===== src/core/gesc_regs.vh =====
`ifndef GESC_REGS_VH
`define GESC_REGS_VH
// Contract
// - Servo mode swaps in servo cutoff, boost
// - Cutoff and boost held as 7-bit codes
// - Adapt enable gates coefficient, else frozen
// - Second bit adds user data adaptation
// - One coefficient, driven to null zeros
// - Synth rate follows (M+1)/(N+1) registers
// - M and N commit on rate write
// - Synth to test pins in write/idle
// - Decision-directed detector only in read
// - Threshold 1.27x before sync count
// - Fixed or adaptive thresholds after count
// - Three-bit time constant sets adapt rate
// - Damping is 7-bit field, rate independent
// - Write chain on synth clock, toggle out; code clocks it on CLK_SYS
// - Code keeps at most four zeros; code allows eight across a word boundary
// - Byte encoded to 9 bits, serialised
// - Find word boundary, deserialise, decode
// - Control bit 2 enables scrambling
// - Only bytes after sync byte scrambled
// - Polynomial 1 xor X7 xor X10
// - Read order detect, sync, decode, descramble
// - Write order mark, preamble, data
// - Sync byte 96H, first nonzero byte
// - Servo over read over write
`define GESC_A_CTRL 8'h00
`define GESC_A_DFC 8'h04
`define GESC_A_DBOOST 8'h08
`define GESC_A_SFC 8'h0C
`define GESC_A_SBOOST 8'h10
`define GESC_A_SLOOP 8'h14
`define GESC_A_THRESH 8'h18
`define GESC_A_WPLT 8'h1C
`define GESC_A_DAMP 8'h20
`define GESC_A_SYN_M 8'h24
`define GESC_A_SYN_N 8'h28
`define GESC_A_RATE 8'h2C
`define GESC_A_TEST 8'h30
`define GESC_A_STATUS 8'h34
`define GESC_A_SYNCCNT 8'h38
`define GESC_CTRL_SCR_BIT 2
`define GESC_SL_ON_BIT 0
`define GESC_SL_USER_BIT 1
`define GESC_WL_ADAPT_BIT 0
`define GESC_WL_TC_HI 3
`define GESC_WL_TC_LO 1
`define GESC_TEST_SYN_BIT 0
`define GESC_CODE_RST 7'h00
`define GESC_BYTE_RST 8'h00
`define GESC_SYNC_CNT_RST 8'h10
`define GESC_TH_MUL 8'hA3
`define GESC_TH_SHIFT 7
`define GESC_COEF_RST 8'h80
`define GESC_COEF_MAX 8'hFF
`define GESC_COEF_MIN 8'h00
`define GESC_SYNC_BYTE 8'h96
`define GESC_SYNC_CW 9'h136
`define GESC_AM_CW 9'h1E1
`define GESC_PRE_CW 9'h1FF
`define GESC_AM_WORDS 8'h02
`define GESC_SCR_SEED 10'h3FF
`define GESC_LAST_BIT 4'h8
`define GESC_MODE_IDLE 2'h0
`define GESC_MODE_WRITE 2'h1
`define GESC_MODE_READ 2'h2
`define GESC_MODE_SERVO 2'h3
`endif


===== src/core/gesc_top_end.v =====
`timescale 1ns/1ps
`default_nettype none
`default_nettype wire


===== src/core/gesc_scram.v =====
`timescale 1ns/1ps
`default_nettype none
`include "gesc_regs.vh"
module gesc_scram #(parameter SW = 10, parameter TAP = 7) (
  input wire clk,
  input wire rst,
  input wire seed_load,
  input wire step,
  input wire enable,
  input wire [7:0] data_in,
  output wire [7:0] data_out
);
  reg [SW-1:0] lfsr_r;
  reg [SW-1:0] lfsr_nxt;
  reg [7:0] key;
  reg fb;
  integer k;

  // Additive key, eight shifts of x^10 + x^7 + 1 per byte
  always @* begin
    lfsr_nxt = lfsr_r;
    key = 8'h00;
    fb = 1'b0;
    for (k = 0; k < 8; k = k + 1) begin
      fb = lfsr_nxt[SW-1] ^ lfsr_nxt[TAP-1];
      key[7-k] = fb;
      lfsr_nxt = {lfsr_nxt[SW-2:0], fb};
    end
  end

  assign data_out = enable ? (data_in ^ key) : data_in;

  always @(posedge clk or posedge rst) begin
    if (rst) begin
      lfsr_r <= `GESC_SCR_SEED;
    end else if (seed_load) begin
      lfsr_r <= `GESC_SCR_SEED;
    end else if (step) begin
      lfsr_r <= lfsr_nxt;
    end
  end
endmodule
`default_nettype wire


===== src/core/gesc_sync9.v =====
`timescale 1ns/1ps
`default_nettype none
`include "gesc_regs.vh"
module gesc_sync9 #(parameter W = 9, parameter [8:0] PAT = `GESC_SYNC_CW) (
  input wire clk,
  input wire rst,
  input wire bit_en,
  input wire bit_in,
  input wire hunt,
  output reg [W-1:0] word_r,
  output reg word_stb_r,
  output reg found_r
);
  reg [W-1:0] sh_r;
  reg [3:0] cnt_r;
  reg locked_r;
  wire [W-1:0] sh_nxt = {sh_r[W-2:0], bit_in};

  always @(posedge clk or posedge rst) begin
    if (rst) begin
      sh_r <= 9'h000;
      cnt_r <= 4'h0;
      locked_r <= 1'b0;
      word_r <= 9'h000;
      word_stb_r <= 1'b0;
      found_r <= 1'b0;
    end else begin
      word_stb_r <= 1'b0;
      found_r <= 1'b0;
      if (!bit_en) begin
        locked_r <= 1'b0;
        cnt_r <= 4'h0;
      end else begin
        sh_r <= sh_nxt;
        if (!locked_r) begin
          if (hunt && sh_nxt == PAT) begin
            locked_r <= 1'b1;
            found_r <= 1'b1;
            cnt_r <= 4'h0;
          end
        end else if (cnt_r == `GESC_LAST_BIT) begin
          cnt_r <= 4'h0;
          word_r <= sh_nxt;
          word_stb_r <= 1'b1;
        end else begin
          cnt_r <= cnt_r + 4'h1;
        end
      end
    end
  end
endmodule
`default_nettype wire


===== src/core/gesc_top.v =====
`timescale 1ns/1ps
`default_nettype none
`include "gesc_regs.vh"
module gesc_top #(parameter CW = 7, parameter BW = 8) (
  input wire CLK_SYS,
  input wire RST,
  input wire PSEL,
  input wire PENABLE,
  input wire PWRITE,
  input wire [7:0] PADDR,
  input wire [31:0] PWDATA,
  output reg [31:0] PRDATA,
  output reg PREADY,
  output reg PSLVERR,
  input wire SERVO_GATE,
  input wire READ_GATE,
  input wire WRITE_GATE,
  input wire [7:0] WR_BYTE_IN,
  output reg WR_BYTE_TAKE,
  output reg WRITE_DATA_OUT,
  output reg WRITE_DATA_OUT_N,
  input wire RD_BIT_IN,
  output reg [7:0] RD_BYTE_OUT,
  output reg RD_BYTE_STB,
  output reg SYNC_COUNT_REACHED,
  input wire EQ_TRAINING,
  input wire EQ_ERR_VALID,
  input wire EQ_ERR_POS,
  output reg [7:0] OUTER_TAP_COEF,
  output reg [CW-1:0] FC_CODE,
  output reg [CW-1:0] BOOST_CODE,
  output reg [CW-1:0] DAMP_CODE,
  output reg [7:0] TH_LEVEL,
  output reg TH_ADAPT_ACTIVE,
  output reg [2:0] TH_TIME_CONST,
  output reg PD_DECISION_DIR,
  output reg [BW-1:0] SYNTH_M,
  output reg [BW-1:0] SYNTH_N,
  output reg [BW-1:0] RATE_SETTING,
  output reg TEST_PIN_POS,
  output reg TEST_PIN_NEG,
  output reg [1:0] MODE
);
  localparam W_IDLE = 3'h0;
  localparam W_AM = 3'h1;
  localparam W_PRE = 3'h2;
  localparam W_SYNC = 3'h3;
  localparam W_DATA = 3'h4;

  function gesc_mapped;
    input [7:0] a;
    begin
      gesc_mapped = (a[1:0] == 2'h0) && (a <= `GESC_A_SYNCCNT);
    end
  endfunction

  function [1:0] gesc_mode;
    input [2:0] g;
    begin
      if (g[2]) begin
        gesc_mode = `GESC_MODE_SERVO;
      end else if (g[1]) begin
        gesc_mode = `GESC_MODE_READ;
      end else if (g[0]) begin
        gesc_mode = `GESC_MODE_WRITE;
      end else begin
        gesc_mode = `GESC_MODE_IDLE;
      end
    end
  endfunction

  // Nibble split around a forced one
  function [8:0] gesc_enc;
    input [7:0] b;
    begin
      gesc_enc = {b[7:4], 1'b1, b[3:0]};
    end
  endfunction

  function [7:0] gesc_dec;
    input [8:0] c;
    begin
      gesc_dec = {c[8:5], c[3:0]};
    end
  endfunction

  // Gate pins: three stages, change accepted when stages two and three agree
  wire [2:0] gate_pin = {SERVO_GATE, READ_GATE, WRITE_GATE};
  reg [2:0] g1_r;
  reg [2:0] g2_r;
  reg [2:0] g3_r;
  reg [2:0] gs_r;
  genvar gi;
  generate
    for (gi = 0; gi < 3; gi = gi + 1) begin : gsync
      always @(posedge CLK_SYS or posedge RST) begin
        if (RST) begin
          g1_r[gi] <= 1'b0;
          g2_r[gi] <= 1'b0;
          g3_r[gi] <= 1'b0;
          gs_r[gi] <= 1'b0;
        end else begin
          g1_r[gi] <= gate_pin[gi];
          g2_r[gi] <= g1_r[gi];
          g3_r[gi] <= g2_r[gi];
          if (g2_r[gi] == g3_r[gi]) begin
            gs_r[gi] <= g3_r[gi];
          end
        end
      end
    end
  endgenerate

  wire [1:0] mode_nxt = gesc_mode(gs_r);
  wire m_write = (MODE == `GESC_MODE_WRITE);
  wire m_read = (MODE == `GESC_MODE_READ);
  wire m_servo = (MODE == `GESC_MODE_SERVO);
  wire m_idle = (MODE == `GESC_MODE_IDLE);

  // Register file
  reg ctrl_scr_r;
  reg [CW-1:0] dfc_r;
  reg [CW-1:0] dboost_r;
  reg [CW-1:0] sfc_code_r;
  reg [CW-1:0] sboost_r;
  reg [1:0] sloop_r;
  reg [CW-1:0] lth_r;
  reg [3:0] wplt_r;
  reg [CW-1:0] damp_r;
  reg [BW-1:0] m_pend_r;
  reg [BW-1:0] n_pend_r;
  reg test_syn_r;
  reg [7:0] sync_cnt_r;
  reg [2:0] wst_r;
  reg synced_r;
  reg [31:0] rd_mux;

  wire wr_acc = PSEL & PENABLE & PWRITE & PREADY & gesc_mapped(PADDR);

  always @* begin
    rd_mux = 32'h00000000;
    case (PADDR)
      `GESC_A_CTRL: rd_mux[`GESC_CTRL_SCR_BIT] = ctrl_scr_r;
      `GESC_A_DFC: rd_mux[CW-1:0] = dfc_r;
      `GESC_A_DBOOST: rd_mux[CW-1:0] = dboost_r;
      `GESC_A_SFC: rd_mux[CW-1:0] = sfc_code_r;
      `GESC_A_SBOOST: rd_mux[CW-1:0] = sboost_r;
      `GESC_A_SLOOP: rd_mux[1:0] = sloop_r;
      `GESC_A_THRESH: rd_mux[CW-1:0] = lth_r;
      `GESC_A_WPLT: rd_mux[3:0] = wplt_r;
      `GESC_A_DAMP: rd_mux[CW-1:0] = damp_r;
      `GESC_A_SYN_M: rd_mux[BW-1:0] = m_pend_r;
      `GESC_A_SYN_N: rd_mux[BW-1:0] = n_pend_r;
      `GESC_A_RATE: rd_mux[BW-1:0] = RATE_SETTING;
      `GESC_A_TEST: rd_mux[`GESC_TEST_SYN_BIT] = test_syn_r;
      `GESC_A_STATUS: rd_mux[15:0] = {OUTER_TAP_COEF, wst_r, synced_r, SYNC_COUNT_REACHED, 1'b0, MODE};
      `GESC_A_SYNCCNT: rd_mux[7:0] = sync_cnt_r;
      default: rd_mux = 32'h00000000;
    endcase
  end

  always @(posedge CLK_SYS or posedge RST) begin
    if (RST) begin
      PREADY <= 1'b0;
      PRDATA <= 32'h00000000;
      PSLVERR <= 1'b0;
      ctrl_scr_r <= 1'b0;
      dfc_r <= `GESC_CODE_RST;
      dboost_r <= `GESC_CODE_RST;
      sfc_code_r <= `GESC_CODE_RST;
      sboost_r <= `GESC_CODE_RST;
      sloop_r <= 2'h0;
      lth_r <= `GESC_CODE_RST;
      wplt_r <= 4'h0;
      damp_r <= `GESC_CODE_RST;
      m_pend_r <= `GESC_BYTE_RST;
      n_pend_r <= `GESC_BYTE_RST;
      SYNTH_M <= `GESC_BYTE_RST;
      SYNTH_N <= `GESC_BYTE_RST;
      RATE_SETTING <= `GESC_BYTE_RST;
      test_syn_r <= 1'b0;
      sync_cnt_r <= `GESC_SYNC_CNT_RST;
    end else begin
      PREADY <= PSEL & ~PENABLE;
      if (PSEL & ~PENABLE) begin
        PRDATA <= rd_mux;
        PSLVERR <= ~gesc_mapped(PADDR);
      end
      if (wr_acc) begin
        case (PADDR)
          `GESC_A_CTRL: ctrl_scr_r <= PWDATA[`GESC_CTRL_SCR_BIT];
          `GESC_A_DFC: dfc_r <= PWDATA[CW-1:0];
          `GESC_A_DBOOST: dboost_r <= PWDATA[CW-1:0];
          `GESC_A_SFC: sfc_code_r <= PWDATA[CW-1:0];
          `GESC_A_SBOOST: sboost_r <= PWDATA[CW-1:0];
          `GESC_A_SLOOP: sloop_r <= PWDATA[1:0];
          `GESC_A_THRESH: lth_r <= PWDATA[CW-1:0];
          `GESC_A_WPLT: wplt_r <= PWDATA[3:0];
          `GESC_A_DAMP: damp_r <= PWDATA[CW-1:0];
          `GESC_A_SYN_M: m_pend_r <= PWDATA[BW-1:0];
          `GESC_A_SYN_N: n_pend_r <= PWDATA[BW-1:0];
          `GESC_A_RATE: begin
            RATE_SETTING <= PWDATA[BW-1:0];
            SYNTH_M <= m_pend_r;
            SYNTH_N <= n_pend_r;
          end
          `GESC_A_TEST: test_syn_r <= PWDATA[`GESC_TEST_SYN_BIT];
          `GESC_A_SYNCCNT: sync_cnt_r <= PWDATA[7:0];
          default: ctrl_scr_r <= ctrl_scr_r;
        endcase
      end
    end
  end

  // Shared scrambler, write and read never overlap
  wire [8:0] rd_word;
  wire rd_word_stb;
  wire rd_found;
  wire [7:0] scr_out;
  reg [3:0] bit_cnt_r;
  reg [7:0] word_cnt_r;
  reg [8:0] sh_r;
  wire last_bit = (bit_cnt_r == `GESC_LAST_BIT);
  wire wr_seed = m_write && last_bit && (wst_r == W_PRE) && (word_cnt_r == sync_cnt_r - 8'h01);
  wire wr_step = m_write && last_bit && ((wst_r == W_SYNC) || (wst_r == W_DATA));
  wire rd_desc = m_read && synced_r && rd_word_stb;

  gesc_scram u_scram (
    .clk(CLK_SYS),
    .rst(RST),
    .seed_load(wr_seed | (m_read & rd_found)),
    .step(wr_step | rd_desc),
    .enable(ctrl_scr_r & (wr_step | rd_desc)),
    .data_in(m_write ? WR_BYTE_IN : gesc_dec(rd_word)),
    .data_out(scr_out)
  );

  gesc_sync9 u_sync9 (
    .clk(CLK_SYS),
    .rst(RST),
    .bit_en(m_read),
    .bit_in(RD_BIT_IN),
    .hunt(SYNC_COUNT_REACHED),
    .word_r(rd_word),
    .word_stb_r(rd_word_stb),
    .found_r(rd_found)
  );

  // Write framer, runs on the system clock CLK_SYS
  reg [1:0] pc_r;
  wire pbit = sh_r[8] ^ pc_r[1];
  always @(posedge CLK_SYS or posedge RST) begin
    if (RST) begin
      wst_r <= W_IDLE;
      bit_cnt_r <= 4'h0;
      word_cnt_r <= 8'h00;
      sh_r <= 9'h000;
      pc_r <= 2'h0;
      WRITE_DATA_OUT <= 1'b0;
      WRITE_DATA_OUT_N <= 1'b1;
      WR_BYTE_TAKE <= 1'b0;
    end else begin
      WR_BYTE_TAKE <= 1'b0;
      if (!m_write) begin
        wst_r <= W_IDLE;
        bit_cnt_r <= 4'h0;
        pc_r <= 2'h0;
        WRITE_DATA_OUT <= 1'b0;
        WRITE_DATA_OUT_N <= 1'b1;
      end else if (wst_r == W_IDLE) begin
        wst_r <= W_AM;
        sh_r <= `GESC_AM_CW;
        word_cnt_r <= 8'h00;
        bit_cnt_r <= 4'h0;
      end else begin
        pc_r <= {pc_r[0], pbit};
        if (pbit) begin
          WRITE_DATA_OUT <= ~WRITE_DATA_OUT;
          WRITE_DATA_OUT_N <= WRITE_DATA_OUT;
        end
        if (!last_bit) begin
          bit_cnt_r <= bit_cnt_r + 4'h1;
          sh_r <= {sh_r[7:0], 1'b0};
        end else begin
          bit_cnt_r <= 4'h0;
          word_cnt_r <= word_cnt_r + 8'h01;
          case (wst_r)
            W_AM: begin
              if (word_cnt_r == `GESC_AM_WORDS - 8'h01) begin
                wst_r <= W_PRE;
                word_cnt_r <= 8'h00;
                sh_r <= `GESC_PRE_CW;
              end else begin
                sh_r <= `GESC_AM_CW;
              end
            end
            W_PRE: begin
              if (wr_seed) begin
                wst_r <= W_SYNC;
                sh_r <= gesc_enc(`GESC_SYNC_BYTE);
              end else begin
                sh_r <= `GESC_PRE_CW;
              end
            end
            W_SYNC, W_DATA: begin
              wst_r <= W_DATA;
              sh_r <= gesc_enc(scr_out);
              WR_BYTE_TAKE <= 1'b1;
            end
            default: wst_r <= W_IDLE;
          endcase
        end
      end
    end
  end

  // Read side: preamble count, sync byte, descramble
  reg [7:0] ones_cnt_r;
  wire user_ph = m_read & synced_r;
  always @(posedge CLK_SYS or posedge RST) begin
    if (RST) begin
      ones_cnt_r <= 8'h00;
      SYNC_COUNT_REACHED <= 1'b0;
      synced_r <= 1'b0;
      RD_BYTE_OUT <= 8'h00;
      RD_BYTE_STB <= 1'b0;
    end else begin
      RD_BYTE_STB <= 1'b0;
      if (!m_read) begin
        ones_cnt_r <= 8'h00;
        SYNC_COUNT_REACHED <= 1'b0;
        synced_r <= 1'b0;
        RD_BYTE_OUT <= 8'h00;
      end else if (!SYNC_COUNT_REACHED) begin
        if (!RD_BIT_IN) begin
          ones_cnt_r <= 8'h00;
        end else if (ones_cnt_r + 8'h01 >= sync_cnt_r) begin
          SYNC_COUNT_REACHED <= 1'b1;
        end else begin
          ones_cnt_r <= ones_cnt_r + 8'h01;
        end
      end else if (!synced_r) begin
        RD_BYTE_STB <= 1'b1;
        if (rd_found) begin
          synced_r <= 1'b1;
          RD_BYTE_OUT <= `GESC_SYNC_BYTE;
        end else begin
          RD_BYTE_OUT <= 8'h00;
          RD_BYTE_STB <= 1'b0;
        end
      end else if (rd_word_stb) begin
        RD_BYTE_OUT <= scr_out;
        RD_BYTE_STB <= 1'b1;
      end
    end
  end

  // Analog loop controls
  wire [15:0] th_prod = {9'h000, lth_r} * {8'h00, `GESC_TH_MUL};
  wire adapt_ok = sloop_r[`GESC_SL_ON_BIT] && m_read && EQ_ERR_VALID &&
                  (EQ_TRAINING || (sloop_r[`GESC_SL_USER_BIT] && user_ph));
  always @(posedge CLK_SYS or posedge RST) begin
    if (RST) begin
      MODE <= `GESC_MODE_IDLE;
      FC_CODE <= `GESC_CODE_RST;
      BOOST_CODE <= `GESC_CODE_RST;
      DAMP_CODE <= `GESC_CODE_RST;
      TH_LEVEL <= 8'h00;
      TH_ADAPT_ACTIVE <= 1'b0;
      TH_TIME_CONST <= 3'h0;
      PD_DECISION_DIR <= 1'b0;
      OUTER_TAP_COEF <= `GESC_COEF_RST;
      TEST_PIN_POS <= 1'b0;
      TEST_PIN_NEG <= 1'b0;
    end else begin
      MODE <= mode_nxt;
      FC_CODE <= m_servo ? sfc_code_r : dfc_r;
      BOOST_CODE <= m_servo ? sboost_r : dboost_r;
      DAMP_CODE <= damp_r;
      PD_DECISION_DIR <= m_read;
      TH_TIME_CONST <= wplt_r[`GESC_WL_TC_HI:`GESC_WL_TC_LO];
      TH_ADAPT_ACTIVE <= wplt_r[`GESC_WL_ADAPT_BIT] & SYNC_COUNT_REACHED;
      if (SYNC_COUNT_REACHED) begin
        TH_LEVEL <= {1'b0, lth_r};
      end else begin
        TH_LEVEL <= th_prod[`GESC_TH_SHIFT+7:`GESC_TH_SHIFT];
      end
      // Positive zero-sample residue means too much outer tap
      if (adapt_ok) begin
        if (EQ_ERR_POS && OUTER_TAP_COEF != `GESC_COEF_MIN) begin
          OUTER_TAP_COEF <= OUTER_TAP_COEF - 8'h01;
        end else if (!EQ_ERR_POS && OUTER_TAP_COEF != `GESC_COEF_MAX) begin
          OUTER_TAP_COEF <= OUTER_TAP_COEF + 8'h01;
        end
      end
      if (test_syn_r && (m_write || m_idle)) begin
        TEST_PIN_POS <= ~TEST_PIN_POS;
        TEST_PIN_NEG <= TEST_PIN_POS;
      end else begin
        TEST_PIN_POS <= 1'b0;
        TEST_PIN_NEG <= 1'b0;
      end
    end
  end

endmodule
`default_nettype wire


===== config.mk =====
export PLATFORM = sky130hd
export DESIGN_NAME = gesc_top
export DESIGN_NICKNAME = d
export VERILOG_FILES = /design/src/core/gesc_top_end.v /design/src/core/gesc_scram.v /design/src/core/gesc_sync9.v /design/src/core/gesc_top.v
export VERILOG_INCLUDE_DIRS = /design/src /design/src/core
export SDC_FILE = /design/constraint.sdc
export NUM_CORES = 1
export LEC_CHECK = 0
export BUFFER_PORTS_ARGS = -buffer_cell sky130_fd_sc_hd__buf_2
export CAP_MARGIN = 5
export CORE_MARGIN = 1.5
export CORE_UTILIZATION = 50
export DETAILED_ROUTE_END_ITERATION = 7
export PLACE_DENSITY = 0.71
export SYNTH_ARGS = -nofsm -noshare
export SYNTH_HDL_FRONTEND = slang
export SYNTH_HIERARCHICAL = 1
export SYNTH_SLANG_ARGS = --single-unit

===== constraint.sdc =====
create_clock -name CLK_SYS -period 19 [get_ports CLK_SYS]
set_clock_uncertainty 0.05 [all_clocks]
set_input_delay 2.85 -clock CLK_SYS [delete_from_list [all_inputs] [get_ports CLK_SYS]]
set_output_delay 2.85 -clock CLK_SYS [all_outputs]
set_load 0.05 [all_outputs]

# Word-level counts from Yosys, hierarchy flattened
# Cells that the tools add are included.
# W data, S select, Z words.
# totals
ff_bits,256
latchBits,0
ramBits,0
mem_bits_ro,0
input_bits,60
out_inout_bits,117
wordCells,272
n_memories,0
# classes
add_sub_neg,7
mul,1
div_mod_pow,0
n_lt_le_gt_ge,2
eq_ne,41
shift,0
muxes,84
bitwise_logic,25
n_reduce_logical,50
# ops
operator,n
$mux W8,20
$eq A8 B6 Y1 const B,7
$reduce_and A2 Y1,20
$mux W1,33
$pmux W3 S11,1
$eq A8 B5 Y1 const B,4
$mux W4,7
$pmux W9 S3,1
$add A8 B1 Y8 const B,3
$pmux W1 S12,2
$mux W10,2
$mux W9,2
$eq A8 B4 Y1 const B,2
$sub A8 B1 Y8 const B,2
$logic_and A1 B1 Y1,15
$mul A7 B8 Y15 const B,1
$mux W3,5
$mux W7,2
$pmux W1 S14,1
$pmux W1 S13,1
$and A1 B1 Y1,9
$eq A9 B9 Y1 const B,1
$pmux W3 S3,1
$xor A1 B1 Y1,9
37 further kinds,59

# Depth between registers and ports, before layout
# depth
depth_word,10
depth_mapped,14
ltp_nobuf,14

# By module
# Netlist, hierarchy kept.
# by_module_without_submodules
module,n_inst,cells_each,area_each_um2,seq_area_each_um2
gesc_top,1,1060,11477.3,5559.1
gesc_sync9,1,74,1032.2,600.6
gesc_scram,1,59,619.3,262.8

# Worst setup path after synthesis
# No wires, ideal clock.
# synth_path
kind,input port to flip-flop
startpoint,input port EQ_ERR_POS
endpoint,register OUTER_TAP_COEF[7]
setup_time_ps,91
t_arrival_ps,4577
required_time_ps,18859
path_slack_ps,14283
path_stages,10
n_path_buf,0
path_cell_list,o21ai_1 inv_1 ha_1 a21o_1 a21oi_1 o21ai_0 o41ai_1 xnor2_1 nor2_1 xor2_1
# synth_via
elab_chain_len,4
word_cells_on_any_way,6
classes_between,mux (1); reduce/logical (5)
# synth_rtl
element,line_no,source
"start, declared",gesc_top.v:28,"input wire EQ_ERR_POS,"
$logic_not A1 Y1,gesc_top.v:392,end else if (!EQ_ERR_POS && OUTER_TAP_COEF != `GESC_COEF_MAX) begin
$logic_and A1 B1 Y1 (no line),-,
$reduce_bool A2 Y1 (no line),-,
$reduce_and A2 Y1 (no line),-,
"end signal, assigned",gesc_top.v:372,OUTER_TAP_COEF <= `GESC_COEF_RST;
"end signal, assigned",gesc_top.v:391,OUTER_TAP_COEF <= OUTER_TAP_COEF - 8'h01;
"end signal, assigned",gesc_top.v:393,OUTER_TAP_COEF <= OUTER_TAP_COEF + 8'h01;
"end, declared",gesc_top.v:29,"output reg [7:0] OUTER_TAP_COEF,"
# Parallel ways exist; a longest one is shown, timed or not.
# A chain may end at the register's enable or synchronous reset.

# Worst setup path in the final report
# layout_path
startpoint,input port PADDR[7]
endpoint,register RATE_SETTING[6]
# layout_via
elab_chain_len,4
word_cells_on_any_way,5
classes_between,order compare (1); eq/ne (1); bitwise (1); reduce/logical (2)
# layout_rtl
element,line_no,source
"start, declared",gesc_top.v:10,"input wire [7:0] PADDR,"
$le A8 B6 Y1 (no line),-,
$logic_and A1 B1 Y1,gesc_top.v:53,gesc_mapped = (a[1:0] == 2'h0) && (a <= `GESC_A_SYNCCNT);
$and A1 B1 Y1,gesc_top.v:138,wire wr_acc = PSEL & PENABLE & PWRITE & PREADY & gesc_mapped(PADDR);
$reduce_and A2 Y1 (no line) *,-,
"end signal, assigned",gesc_top.v:180,RATE_SETTING <= `GESC_BYTE_RST;
"end signal, assigned",gesc_top.v:203,RATE_SETTING <= PWDATA[BW-1:0];
"end, declared",gesc_top.v:39,"output reg [BW-1:0] RATE_SETTING,"
# Mark *: on every way between the ends. The rest lies on a longest branch, timed or not.

==> summary.md <==
| Metric | Value |
|---|---|
| Grt total ovfl | `0` |
| Hold Path Stages | `0` |
| DIE WIDTH | `165 um` |
| Status | `complete, no violations` |
| Dpl hpwl | `22.6 mm` |
| Largest net degree at the start of global routing | `78` |
| R2R Path End | `sh_r[2]` |
| Fraction of layout cells with a size suffix above 1 | `28.2%` |
| Vias per cell | `5.74` |
| Clk Tree Root Cell | `clkbuf_16` |
| Via Count | `9555` |
| Kind of critical path | `in -> reg` |
| Data arrival, critical path | `5.15 ns` |
| WP data required | `19.38 ns` |
| Final instance area | `15000 um^2` |
| Least-Margin Pin Slew | `1.08 ns` |
| Clock-pin slew on the worst setup and hold paths | `0.06 ns` |
| Clock sink total | `255` |
| Top reg by flops | `PRDATA` |
| Synth warnings | `6` |
| R2R Setup Slk | `14.98 ns` |
| Critical Path Source Type | `input pin` |
| Cell area after synthesis | `13100 um^2` |
| # port buffers | `136` |
| Row count | `59` |
| Antenna Nets Post-Route | `0` |
| Gate Count Post-Synth | `1191` |
| Critical-path cell list | `buf_2, nor2_2, nand2_2, a41oi_4, nand2_4, nor3_4, buf_4, mux2_2` |
| Initial Util | `50.5%` |
| Worst VDD drop | `0.0000634 V` |
| Hold Crit Start | `g1_r[1]` |
| TritonCTS clock tree | `built` |
| Hold Path End | `g2_r[1]` |
| Num CTS Buffers | `28` |
| Post-CTS Setup Bufs | `0` |
| Max-Cap Viols | `0` |
| Critical R2R Launch | `MODE[0]` |
| Layout Nets | `1432` |
| Slowest-stage cell, CP | `nor3_4` |
| Worst Path Max Fanout | `18` |
| CTS Buffer Depth | `3` |
| Die area | `27200 um^2` |
| RSZ-0062 raised after global routing | `no` |
| DRC Markers | `0` |
| Cts hold-fix bufs | `0` |
| Die height | `165 um` |
| Global Route Usage Sum | `23.7%` |
| Vias in the first global route | `9057` |
| Placeable Area | `25900 um^2` |
| Tcrit/Tclk final | `25.1%` |
| R2R depth | `10` |
| TNS Setup | `0 ns` |
| Pleak | `7.47 nW` |
| 1st-pass router iterations | `5` |
| Max FFs per register | `16` |
| Fin. Hold Viols | `0` |
| Routed wire length | `31.9 mm` |
| Avg Cell Area, Syn | `11.0 um^2` |
| Initial DRC Count | `659` |
| Gpl congestion | `0.960` |
| Final min period | `4.77 ns` |
| Post-DP Area | `13900 um^2` |
| Slew headroom | `27.8%` |
| Biggest regs | `PRDATA (16), u_scram/lfsr_r (10), sh_r (9)` |
| Slowest stage delay, CP | `0.50 ns` |
| Initial antenna violation count | `1` |
| CP endpoint kind | `flop` |
| Power Dens Cells | `85.0 nW/um^2` |
| CTS H-tree lvls | `1` |
| Post_cts resized | `0` |
| Setup violators final | `0` |
| Fmax achieved | `209 MHz` |
| Worst-skew pair later-pin latency | `0.54 ns` |
| Routed len/inst | `19.1 um` |
| Hold Crit Class | `reg -> reg` |
| First-pass GRT wire length | `49.8 mm` |
| Slew Limit Fails | `0` |
| Top-Level Pins | `177` |
| Area delta synth->final | `14.3%` |
-- worst max-delay path: cells and delay by family --
kind            cells  cell delay (ns)
simple gates        4             1.14
buf+inv             2             0.48
mux                 1             0.37
compound gates      1             0.29
-- layer usage --
layer	track usage (%)	up-vias	wire length, um
met2	38.3	270	15300
met3	3.59	54	1620
met4	7.41	0	769
met5	0	-	0
met1	32.8	4780	14200
li1	-	4451	-
-- final cells by class --
type | instances | area, um^2
antenna | 1 | 2.50
clock inverter | 20 | 263
timing repair buffer | 142 | 726
sequential | 255 | 6400
inverter | 36 | 143
tap | 335 | 419
multi-input combinational | 846 | 6260
clock buffer | 31 | 753
fill | 2164 | 11000
-- worst max-delay path by stage --
stage,startpoint,cells past startpoint,to,slack (ns)
final,PADDR[7],8,RATE_SETTING[6],14.23
after global routing,PADDR[7],8,SYNTH_N[7],14.17
after CTS,PADDR[7],8,SYNTH_N[6],14.23
after detailed placement,PADDR[7],8,SYNTH_N[6],13.68
after global placement,PADDR[7],8,SYNTH_N[6],13.72
after floorplan,RST,1,BOOST_CODE[0],10.03
-- power breakdown --
part / switching, W / internal [W]
Combinational: 0.0000737 / 0.0000292
Sequential: 0.0000150 / 0.000560
Clock: 0.000226 / 0.000367
-- stage by stage --
| stage | instances | utilization (%) | setup slack, ns | hold slack, ns | total power, W |
|---|---|---|---|---|---|
| after CTS | 1665 | 57.7 | 14.23 | 0.299 | 0.00128 |
| final | 1666 | 57.7 | 14.23 | 0.298 | 0.00127 |
| after floorplan | 1206 | - | 10.03 | 0.281 | 0.000660 |
| after detailed placement | 1614 | 53.8 | 13.68 | 0.285 | 0.000689 |
| after global placement | 1614 | 53.8 | 13.72 | 0.282 | 0.000687 |
| after global routing | 1665 | 57.7 | 14.17 | 0.308 | 0.00132 |
-- layout by cell type, fill, tap and decap left out, types with 27 or more instances in the layout --
cell / count
mux2_2: 132
nor2_1: 72
buf_2: 136
o21ai_0: 56
clkbuf_16: 29
dfrtp_1: 242
a21oi_1: 39
inv_1: 33
ha_1: 60
nand2_1: 132
xor2_1: 27
Note: power is estimated with default switching activity, not from simulation.
